==> src/tcp_pkg.sv <==
// Shared constants, field layout and types for the timer channel PWM control block.
`default_nettype none

package tcp_pkg;

    // Width of the shared timer counter and of each channel compare register.
    localparam int CNT_W = 16;

    // Wishbone byte addresses of the registers, one aligned word each.
    localparam logic [7:0] ADDR_SC0  = 8'h00;  // Channel 0 status and control.
    localparam logic [7:0] ADDR_CMP0 = 8'h04;  // Channel 0 compare or capture value.
    localparam logic [7:0] ADDR_SC1  = 8'h08;  // Channel 1 status and control.
    localparam logic [7:0] ADDR_CMP1 = 8'h0C;  // Channel 1 compare or capture value.
    localparam logic [7:0] ADDR_STAT = 8'h10;  // Buffered pair state, read only.

    // Bit positions inside the status and control byte.
    localparam int FLAG_BIT = 7;
    localparam int IE_BIT   = 6;
    localparam int BUF_BIT  = 5;
    localparam int MSA_BIT  = 4;
    localparam int TOV_BIT  = 1;

    // Edge/level select encodings.
    localparam logic [1:0] ELS_OFF  = 2'h0;  // Pin not used by the channel.
    localparam logic [1:0] ELS_RISE = 2'h1;  // Capture rising edge, or toggle on compare.
    localparam logic [1:0] ELS_FALL = 2'h2;  // Capture falling edge, or clear on compare.
    localparam logic [1:0] ELS_BOTH = 2'h3;  // Capture both edges, or set on compare.

    // Layout of the status and control byte.
    typedef struct packed {
        logic       flag;        // Channel event flag.
        logic       irq_en;      // Channel interrupt enable.
        logic       buf_mode;    // Pair link select, channel 0 only.
        logic       mode_a;      // 1 compare/PWM, 0 input capture.
        logic [1:0] edge_level;  // Edge/level select.
        logic       tov;         // Toggle pin on counter overflow.
        logic       rsvd;        // Reserved, reads zero.
    } tcp_sc_t;

    // Reset values.
    localparam tcp_sc_t        SC_RESET  = 8'h00;
    localparam logic [CNT_W-1:0] CMP_RESET = 16'hFFFF;

    // Bus slave state: idle, or answering in this cycle.
    typedef enum logic {
        BUS_IDLE = 1'b0,
        BUS_ACK  = 1'b1
    } tcp_bus_state_t;

endpackage : tcp_pkg

`default_nettype wire

==> src/tcp_channel_ctrl.sv <==
// Timer channel pair control: flags, modes, compare/capture and buffered PWM.
`timescale 1ns/1ps
`default_nettype none

module tcp_channel_ctrl
    import tcp_pkg::*;
(
    input  wire logic             clk_in,          // Bus clock, 250 MHz.
    input  wire logic             nrst_in,         // Asynchronous active-low reset.
    input  wire logic             wb_cyc_in,       // Wishbone cycle.
    input  wire logic             wb_stb_in,       // Wishbone strobe.
    input  wire logic             wb_we_in,        // Wishbone write enable.
    input  wire logic [7:0]       wb_adr_in,       // Wishbone byte address.
    input  wire logic [3:0]       wb_sel_in,       // Wishbone byte lane selects.
    input  wire logic [31:0]      wb_dat_in,       // Wishbone write data.
    output logic      [31:0]      wb_dat_out,      // Wishbone read data.
    output logic                  wb_ack_out,      // Wishbone acknowledge.
    input  wire logic [CNT_W-1:0] cnt_value_in,    // Shared timer counter value.
    input  wire logic             cnt_step_in,     // Pulse: counter took a new value.
    input  wire logic             ovf_in,          // Pulse: counter overflow, end of period.
    input  wire logic [1:0]       chan_pin_in,     // Channel pin levels from the pads.
    output logic      [1:0]       chan_pin_out,    // Channel pin drive levels.
    output logic      [1:0]       chan_pin_oe_out, // Channel pin drive enables, high drives.
    output logic      [1:0]       chan_irq_out,    // Channel interrupt requests to the CPU.
    output logic                  buf_active_out   // Channel whose value sets the linked width.
);

    // Register state.
    tcp_sc_t          sc_reg   [2];  // Status and control bytes.
    tcp_sc_t          sc_next  [2];
    logic [CNT_W-1:0] cmp_reg  [2];  // Compare or capture values.
    logic [CNT_W-1:0] cmp_next [2];
    logic [1:0]       arm_reg;       // Flag was read while set; a zero write may clear it.
    logic [1:0]       arm_next;
    logic [1:0]       pin_reg;       // Compare output levels.
    logic [1:0]       pin_next;
    logic             active_reg;    // Linked pair: channel now in control.
    logic             active_next;
    logic             last_wr_reg;   // Linked pair: channel written most recently.
    logic             last_wr_next;
    tcp_bus_state_t   bus_state_reg; // Bus slave state.
    tcp_bus_state_t   bus_state_next;
    logic [31:0]      rdata_reg;     // Registered read data.
    logic [31:0]      rdata_next;

    // Synchronised pin edges.
    logic [1:0] pin_level;
    logic [1:0] pin_rise;
    logic [1:0] pin_fall;

    // Decoded per-cycle conditions.
    logic             acc;           // A bus request is taken this cycle.
    logic             wr;            // Taken request is a write.
    logic             rd;            // Taken request is a read.
    logic             linked;        // Channels 0 and 1 form one buffered channel.
    logic [1:0]       ch_on;         // Channel is in service.
    logic [1:0]       is_cmp;        // Channel works in compare/PWM mode.
    logic [1:0]       match;         // Compare match this cycle.
    logic [1:0]       capture;       // Capture edge this cycle.
    logic [CNT_W-1:0] cmp_eff  [2];  // Compare value the channel actually uses.

    // One synchroniser per channel pin; pins come from outside the clock domain.
    // The synchroniser adds latency, so a capture lands a few cycles after
    // the pin changes; the captured counter value reflects that delay.
    for (genvar g = 0; g < 2; g++) begin : g_sync
        tcp_pin_sync u_sync (
            .clk_in    (clk_in),
            .nrst_in   (nrst_in),
            .pin_in    (chan_pin_in[g]),
            .level_out (pin_level[g]),
            .rise_out  (pin_rise[g]),
            .fall_out  (pin_fall[g])
        );
    end

    // Mode decode and event detection for both channels.
    always_comb begin
        acc    = wb_cyc_in & wb_stb_in & (bus_state_reg == BUS_IDLE);
        wr     = acc & wb_we_in;
        rd     = acc & ~wb_we_in;
        linked = sc_reg[0].buf_mode;
        // A linked pair takes channel 1 out of service.
        ch_on  = {~linked, 1'b1};
        // Linked channel 0 is always in compare mode; otherwise mode bit A decides.
        is_cmp[0] = sc_reg[0].mode_a | linked;
        is_cmp[1] = sc_reg[1].mode_a;
        // Linked channel 0 compares against whichever register set is active.
        cmp_eff[0] = (linked && active_reg) ? cmp_reg[1] : cmp_reg[0];
        cmp_eff[1] = cmp_reg[1];
        for (int i = 0; i < 2; i++) begin
            // Only exact equality on a counter step matches, so a value the counter
            // already passed gives no match until it comes round again.
            match[i] = ch_on[i] & is_cmp[i] & cnt_step_in
                     & (cnt_value_in == cmp_eff[i]);
            // Capture edges follow the edge/level select.
            capture[i] = ch_on[i] & ~is_cmp[i]
                       & ((sc_reg[i].edge_level[0] & pin_rise[i])
                        | (sc_reg[i].edge_level[1] & pin_fall[i]));
        end
    end

    // Status and control, flags and compare registers.
    always_comb begin
        for (int i = 0; i < 2; i++) begin
            sc_next[i]  = sc_reg[i];
            cmp_next[i] = cmp_reg[i];
            arm_next[i] = arm_reg[i];
        end
        last_wr_next = last_wr_reg;
        for (int i = 0; i < 2; i++) begin
            // Reading the control byte while the flag is set arms the clear.
            if (rd && wb_adr_in == (i == 0 ? ADDR_SC0 : ADDR_SC1) && ch_on[i] && sc_reg[i].flag) begin
                arm_next[i] = 1'b1;
            end
            // Control byte write; channel 1 ignores writes while linked.
            if (wr && wb_sel_in[0] && wb_adr_in == (i == 0 ? ADDR_SC0 : ADDR_SC1) && ch_on[i]) begin
                sc_next[i].irq_en     = wb_dat_in[IE_BIT];
                sc_next[i].mode_a     = wb_dat_in[MSA_BIT];
                sc_next[i].edge_level = wb_dat_in[MSA_BIT-1:MSA_BIT-2];
                sc_next[i].tov        = wb_dat_in[TOV_BIT];
                // The link bit exists only in channel 0.
                sc_next[i].buf_mode   = (i == 0) ? wb_dat_in[BUF_BIT] : 1'b0;
                // A zero clears only after an armed read; a one is ignored.
                if (!wb_dat_in[FLAG_BIT] && arm_reg[i]) begin
                    sc_next[i].flag = 1'b0;
                end
                arm_next[i] = 1'b0;
            end
            // Compare register write simply overwrites; there is no shadow copy,
            // so an unsynchronised write can upset up to two periods.
            if (wr && wb_adr_in == (i == 0 ? ADDR_CMP0 : ADDR_CMP1)) begin
                if (wb_sel_in[0]) begin
                    cmp_next[i][7:0] = wb_dat_in[7:0];
                end
                if (wb_sel_in[1]) begin
                    cmp_next[i][CNT_W-1:8] = wb_dat_in[CNT_W-1:8];
                end
                if (|wb_sel_in[1:0]) begin
                    last_wr_next = (i == 1);
                end
            end
            // Capture latches the counter.
            if (capture[i]) begin
                cmp_next[i] = cnt_value_in;
            end
            // A new event sets the flag and drops the armed read, so a zero
            // written afterwards, or in the same cycle, leaves the flag set.
            if (match[i] || capture[i]) begin
                sc_next[i].flag = 1'b1;
                arm_next[i]     = 1'b0;
            end
        end
        // Unlinked, the pair history restarts so channel 0 leads after linking.
        // The incoming link bit is used as well, so that the history is dropped
        // at the same edge as the unlinking write and never lags it by a cycle.
        if (!linked || !sc_next[0].buf_mode) begin
            last_wr_next = 1'b0;
        end
    end

    // Active channel of the pair changes only at overflow, so a width takes
    // effect from the start of the next period.
    // Unlinking clears the active channel at the edge that takes the write,
    // so a stale selection can never leak into the next linked session.
    // Software that relinks therefore always starts from the channel 0 values.
    // The trade-off is that the pair history is lost on every unlink.
    always_comb begin
        active_next = active_reg;
        if (!linked || !sc_next[0].buf_mode) begin
            active_next = 1'b0;
        end else if (ovf_in) begin
            active_next = last_wr_reg;
        end
    end

    // Pin output levels: overflow toggle first, a compare in the same cycle then acts on the toggled level.
    always_comb begin
        pin_next = pin_reg;
        for (int i = 0; i < 2; i++) begin
            if (ovf_in && sc_reg[i].tov && ch_on[i] && is_cmp[i]) begin
                pin_next[i] = ~pin_reg[i];
            end
            if (match[i]) begin
                case (sc_reg[i].edge_level)
                    ELS_RISE: pin_next[i] = ~pin_next[i];
                    ELS_FALL: pin_next[i] = 1'b0;
                    ELS_BOTH: pin_next[i] = 1'b1;
                    default:  pin_next[i] = pin_next[i];
                endcase
            end
        end
    end

    // Bus slave: take a request, answer with ack in the next cycle.
    always_comb begin
        bus_state_next = BUS_IDLE;
        rdata_next     = rdata_reg;
        case (bus_state_reg)
            BUS_IDLE: begin
                if (acc) begin
                    bus_state_next = BUS_ACK;
                    // Unmapped addresses answer with zero.
                    case (wb_adr_in)
                        ADDR_SC0:  rdata_next = {24'h000000, sc_reg[0]};
                        ADDR_CMP0: rdata_next = {16'h0000, cmp_reg[0]};
                        ADDR_SC1:  rdata_next = {24'h000000, sc_reg[1]};
                        ADDR_CMP1: rdata_next = {16'h0000, cmp_reg[1]};
                        ADDR_STAT: rdata_next = {30'h00000000, last_wr_reg, active_reg};
                        default:   rdata_next = 32'h00000000;
                    endcase
                end
            end
            BUS_ACK: begin
                // The ack lasts one cycle; the master must drop its strobe.
                bus_state_next = BUS_IDLE;
            end
            default: begin
                bus_state_next = BUS_IDLE;
            end
        endcase
    end

    // Register everything; reset clears flags, enables and the link bit.
    always_ff @(posedge clk_in or negedge nrst_in) begin
        if (!nrst_in) begin
            for (int i = 0; i < 2; i++) begin
                sc_reg[i]  <= SC_RESET;
                cmp_reg[i] <= CMP_RESET;
            end
            arm_reg       <= 2'h0;
            pin_reg       <= 2'h0;
            active_reg    <= 1'b0;
            last_wr_reg   <= 1'b0;
            bus_state_reg <= BUS_IDLE;
            rdata_reg     <= 32'h00000000;
        end else begin
            for (int i = 0; i < 2; i++) begin
                sc_reg[i]  <= sc_next[i];
                cmp_reg[i] <= cmp_next[i];
            end
            arm_reg       <= arm_next;
            pin_reg       <= pin_next;
            active_reg    <= active_next;
            last_wr_reg   <= last_wr_next;
            bus_state_reg <= bus_state_next;
            rdata_reg     <= rdata_next;
        end
    end

    // Outputs. The linked output appears on channel 0; channel 1 is released
    // to general-purpose use and its request is held off.
    assign wb_dat_out      = rdata_reg;
    assign wb_ack_out      = (bus_state_reg == BUS_ACK);
    assign chan_pin_out    = pin_reg;
    assign chan_pin_oe_out = {ch_on[1] & is_cmp[1] & (sc_reg[1].edge_level != ELS_OFF),
                              is_cmp[0] & (sc_reg[0].edge_level != ELS_OFF)};
    assign chan_irq_out    = {ch_on[1] & sc_reg[1].flag & sc_reg[1].irq_en,
                              sc_reg[0].flag & sc_reg[0].irq_en};
    assign buf_active_out  = active_reg;

endmodule : tcp_channel_ctrl

`default_nettype wire

==> src/tcp_pin_sync.sv <==
// Two-stage pin synchroniser with edge detection for one channel pin.
`timescale 1ns/1ps
`default_nettype none

module tcp_pin_sync
    import tcp_pkg::*;
(
    input  wire logic clk_in,    // Bus clock.
    input  wire logic nrst_in,   // Asynchronous active-low reset.
    input  wire logic pin_in,    // Raw pin level from outside the clock domain.
    output logic      level_out, // Synchronised level.
    output logic      rise_out,  // One-cycle pulse on a rising edge.
    output logic      fall_out   // One-cycle pulse on a falling edge.
);

    logic meta_reg;   // First stage, read only by the second stage.
    logic sync_reg;   // Second stage, safe to use.
    logic prev_reg;   // Previous synchronised level for edge detection.
    logic meta_next;
    logic sync_next;
    logic prev_next;

    // Next values of the three stages.
    always_comb begin
        meta_next = pin_in;
        sync_next = meta_reg;
        prev_next = sync_reg;
    end

    // Register the stages; reset leaves the pin seen as low with no edge.
    always_ff @(posedge clk_in or negedge nrst_in) begin
        if (!nrst_in) begin
            meta_reg <= 1'b0;
            sync_reg <= 1'b0;
            prev_reg <= 1'b0;
        end else begin
            meta_reg <= meta_next;
            sync_reg <= sync_next;
            prev_reg <= prev_next;
        end
    end

    // Edges are taken only from the second and third stages.
    assign level_out = sync_reg;
    assign rise_out  = sync_reg & ~prev_reg;
    assign fall_out  = ~sync_reg & prev_reg;

endmodule : tcp_pin_sync

`default_nettype wire

==> config.mk <==
export PLATFORM = sky130hd
export DESIGN_NAME = tcp_channel_ctrl
export DESIGN_NICKNAME = d
export VERILOG_FILES = /design/src/tcp_pkg.sv /design/src/tcp_channel_ctrl.sv /design/src/tcp_pin_sync.sv
export SDC_FILE = /design/constraint.sdc
export NUM_CORES = 1
export LEC_CHECK = 0
export BUFFER_PORTS_ARGS = -buffer_cell sky130_fd_sc_hd__buf_2
export CORE_MARGIN = 4
export CORE_UTILIZATION = 38
export DETAILED_ROUTE_END_ITERATION = 8
export PLACE_DENSITY_LB_ADDON = 0.1
export RECOVER_POWER = 100
export SLEW_MARGIN = 20
export SYNTH_ARGS = -nofsm -noshare
export SYNTH_HDL_FRONTEND = slang
export SYNTH_SLANG_ARGS = --single-unit
==> constraint.sdc <==
create_clock -name clk_in -period 2.15 [get_ports clk_in]
set_input_delay 0.43 -clock clk_in [delete_from_list [all_inputs] [get_ports clk_in]]
set_output_delay 0.43 -clock clk_in [all_outputs]
set_load 0.01 [all_outputs]
==> metrics.cfg <==
[power]
seq_power_share_pct=41.9
combPwrFrac_pct=13.6
p_int_uw=2780
irDropWorstVdd_uv=371
power.density_cell_area_nw_per_um2=646
p_switching_uw=931
switching_share_pct=25.1
power.clock.fraction_pct=44.5
power.leakage_uw=0.00251

[routing]
routed_wire_length_per_instance_um=18.3
drt_first_pass_iters=5
wirelength_mm=13.6
viasPerCell=5.33
drt_first_iter_violations=217
ant_nets=0
detailroute.via_count=3951
drcViolationCount=0

[cts]
cts_sinks=74
root_buffer=sky130_fd_sc_hd__clkbuf_16
cts_tree=built
htree_levels=3
path_clk_slew_ps=60
clockBufferDepth=2
cts_inserted_buffers=9
clk_latency_ps=340

[cells_and_area]
drive_above_1_share_pct=35.3
area_growth_pct=28.7
utilization_pct=50.0
final_design_area_no_fill_um2=5730
layout.nets=662
antenna_cells=0

[placed_design]
dp.final_hpwl_mm=10.4
gp_routability_congestion=0.881
dpl-instance-area_um2=5450
io_buffers=74
preCtsSetupSlack_ps=-368

[global_route]
overflow=0
grt.total_usage_pct=20.6
grt_pass1_vias=3924
grt_start_max_net_pins=43
number_of_antenna_violations_at_the_first_check_in_global_routing=0
wire_length_of_the_first_global_routing_pass_mm=21.2

[sta]
period_share_pct=102
worst-slew-pin-transition_ps=1890
final_setup_fails=3
rsz0062_at_grt=yes
worst_slew_margin_rel_pct=-26.0
fmax_ghz=0.457
final_hold_viol_count=0
final_critical_path_setup_slack_ps=-36.4
final_period_minus_worst_setup_slack_ps=2190
slew_viol_final=34
finalClockSkew_ps=8.79

[setup_path]
timing.reg2reg.worst_path_depth=6
reg2reg_from=linked
maximum_single_stage_delay_on_the_critical_path_ps=520
worstPathMaxFanout=6
crit_path_end_kind=register
critical_path.reg2reg.endpoint=chan_pin_out[0]
worst_ep_required_time_ps=2430
worstPathArrival_ps=2460
cp_cell_sequence=and2_4 > or4b_4 > and3_4 > or4_4 > o41a_1 > nand2_1
worst_setup_path_start_kind=register
cp_slowest_cell=sky130_fd_sc_hd__or4b_4
worstSetupPathType=reg -> reg
regToRegSetupSlack_ps=-40
timing.critical_path.from=linked

[floorplanning]
die_w_um=116
die-area_um2=13500
placeableCoreArea_um2=11500
row_count=39
initial_utilization_pct=38.9
top_level_ports=109
chipHeight_um=116

[run]
max_cap_viol_count=1

[synthesis]
synth_async_sr_flop_share_pct=100
synth-edff-count=0
synthCells=457
synth_top_cell_area_share_pct=23.6
yosysTopAreaCell=sky130_fd_sc_hd__dfrtp_1
yosys_register_bits=74
ys_warn_count=0
synth_area_um2=4460
syn-mean-instance-area_um2=9.75
synthDistinctLibCells=66
yosys-top-cells-area=sky130_fd_sc_hd__dfrtp_1 (24%), sky130_fd_sc_hd__dfstp_2 (19%), sky130_fd_sc_hd__mux2i_1 (7.4%)
ys_dominant_reg_cell=sky130_fd_sc_hd__dfrtp_1
synth-seq-area-share_pct=42.5

[status]
failing_checks=capacitance limit, slew limit, setup timing
outcome=complete, but fails checks

[hold_path]
hold_depth=1
hold_class=in -> reg
holdPathEnd=g_sync[0].u_sync.meta_reg
worst_hold_startpoint=chan_pin_in[0]

metrics by stage:
step	std cells	power [uW]	hold WS [ps]	setup TNS (ps)
floorplan	472	1820	134	-1630
global placement	722	2060	332	-4470
CTS	740	3730	66.9	-49.9
finish	741	3710	196	-85.3
global route	741	3860	194	-928
detailed placement	722	2070	336	-4900
critical path, delay by kind of cell (launching register included):
| kind | cells | cell delay [ps] |
|---|---|---|
| AO/OA/AOI/OAI | 1 | 310 |
| AND/OR/NAND/NOR | 5 | 1370 |
| flip-flops | 1 | 450 |
cells in the final DEF, fill, tap and decap left out, drive strengths merged, types with 3 or more instances in the layout:
cell type,netlist,final
buf,25,112
clkbuf,10,45
nand2,44,44
dfrtp,42,42
nor2,35,35
mux2i,33,33
dfstp,32,32
o21ai,30,30
a21oi,27,27
conb,1,16
nand3,16,16
xnor2,12,12
inv,11,12
mux2,11,11
nand2b,11,11
xor2,11,11
a22oi,10,10
nand4,6,6
and3,6,6
nor3,6,6
mux4,5,5
a2111oi,5,5
or2,4,4
a21bo,4,4
a211oi,4,4
a22o,4,4
o211ai,3,3
a31oi,3,3
nand3b,3,3
nor4,3,3
area by class of cell:
type	count	area, um^2
flip-flops and latches	74	1890
fillers	1127	5730
clock buffers	12	246
multi-input cells	351	2440
inverters	12	45.0
clock inverters	4	73.8
well taps	143	179
repair buffers	145	857
Yosys cell counts (all sizes together), types with 11 or more instances:
library cell and number:
nand2 44, nand2b 11, mux2 11, inv 11, buf 25, xor2 11
nand3 16, mux2i 33, dfstp 32, nor2 35, a21oi 27, dfrtp 42
xnor2 12, o21ai 30
worst max path at each step:
stage / to / slack, ps / cells past startpoint
after detailed placement: arm_reg[0] / -370 / 10
after global routing: chan_pin_out[0] / -90 / 6
after global placement: arm_reg[0] / -320 / 10
final: chan_pin_out[0] / -40 / 6
after floorplan: cmp_reg[31] / -160 / 7
after CTS: chan_pin_out[0] / -30 / 6
cell families after synthesis:
kind of cell	share of synthesized area, %
AOI/OAI and AO/OA	17.0
xor gates and xnor gates	4.52
buffers and inverters	5.84
DFF	42.5
muxes	12.7
other	0.0842
and+or+nand+nor	17.4
power by group through the flow:
stage	registers, uW	logic, uW	clock network [uW]
floorplan	1560	255	0
global placement	1570	488	0
detailed placement	1570	492	0
CTS	1550	504	1670
global route	1560	555	1750
finish	1550	504	1650
per-layer routing:
layer / wire (um) / vias to the layer above / GRT usage, %
li1: - / 1904 / -
met1: 6360 / 1918 / 29.6
met3: 703 / 13 / 3.42
met5: 0 / - / 0
met2: 6370 / 116 / 32.8
met4: 128 / 0 / 4.56
timing repair:
| item | 4_1_cts | 5_1_grt |
|---|---|---|
| pin swaps | 5 | 1 |
| gates cloned | 0 | 0 |
| buffers inserted | 2 | 1 |
| resized for setup | 9 | 5 |
| setup endpoints to repair | 4 | 3 |
| hold endpoints to repair | 0 | 0 |
| hold buffers | 0 | 0 |
No activity file was read; power rests on OpenSTA's default activity.
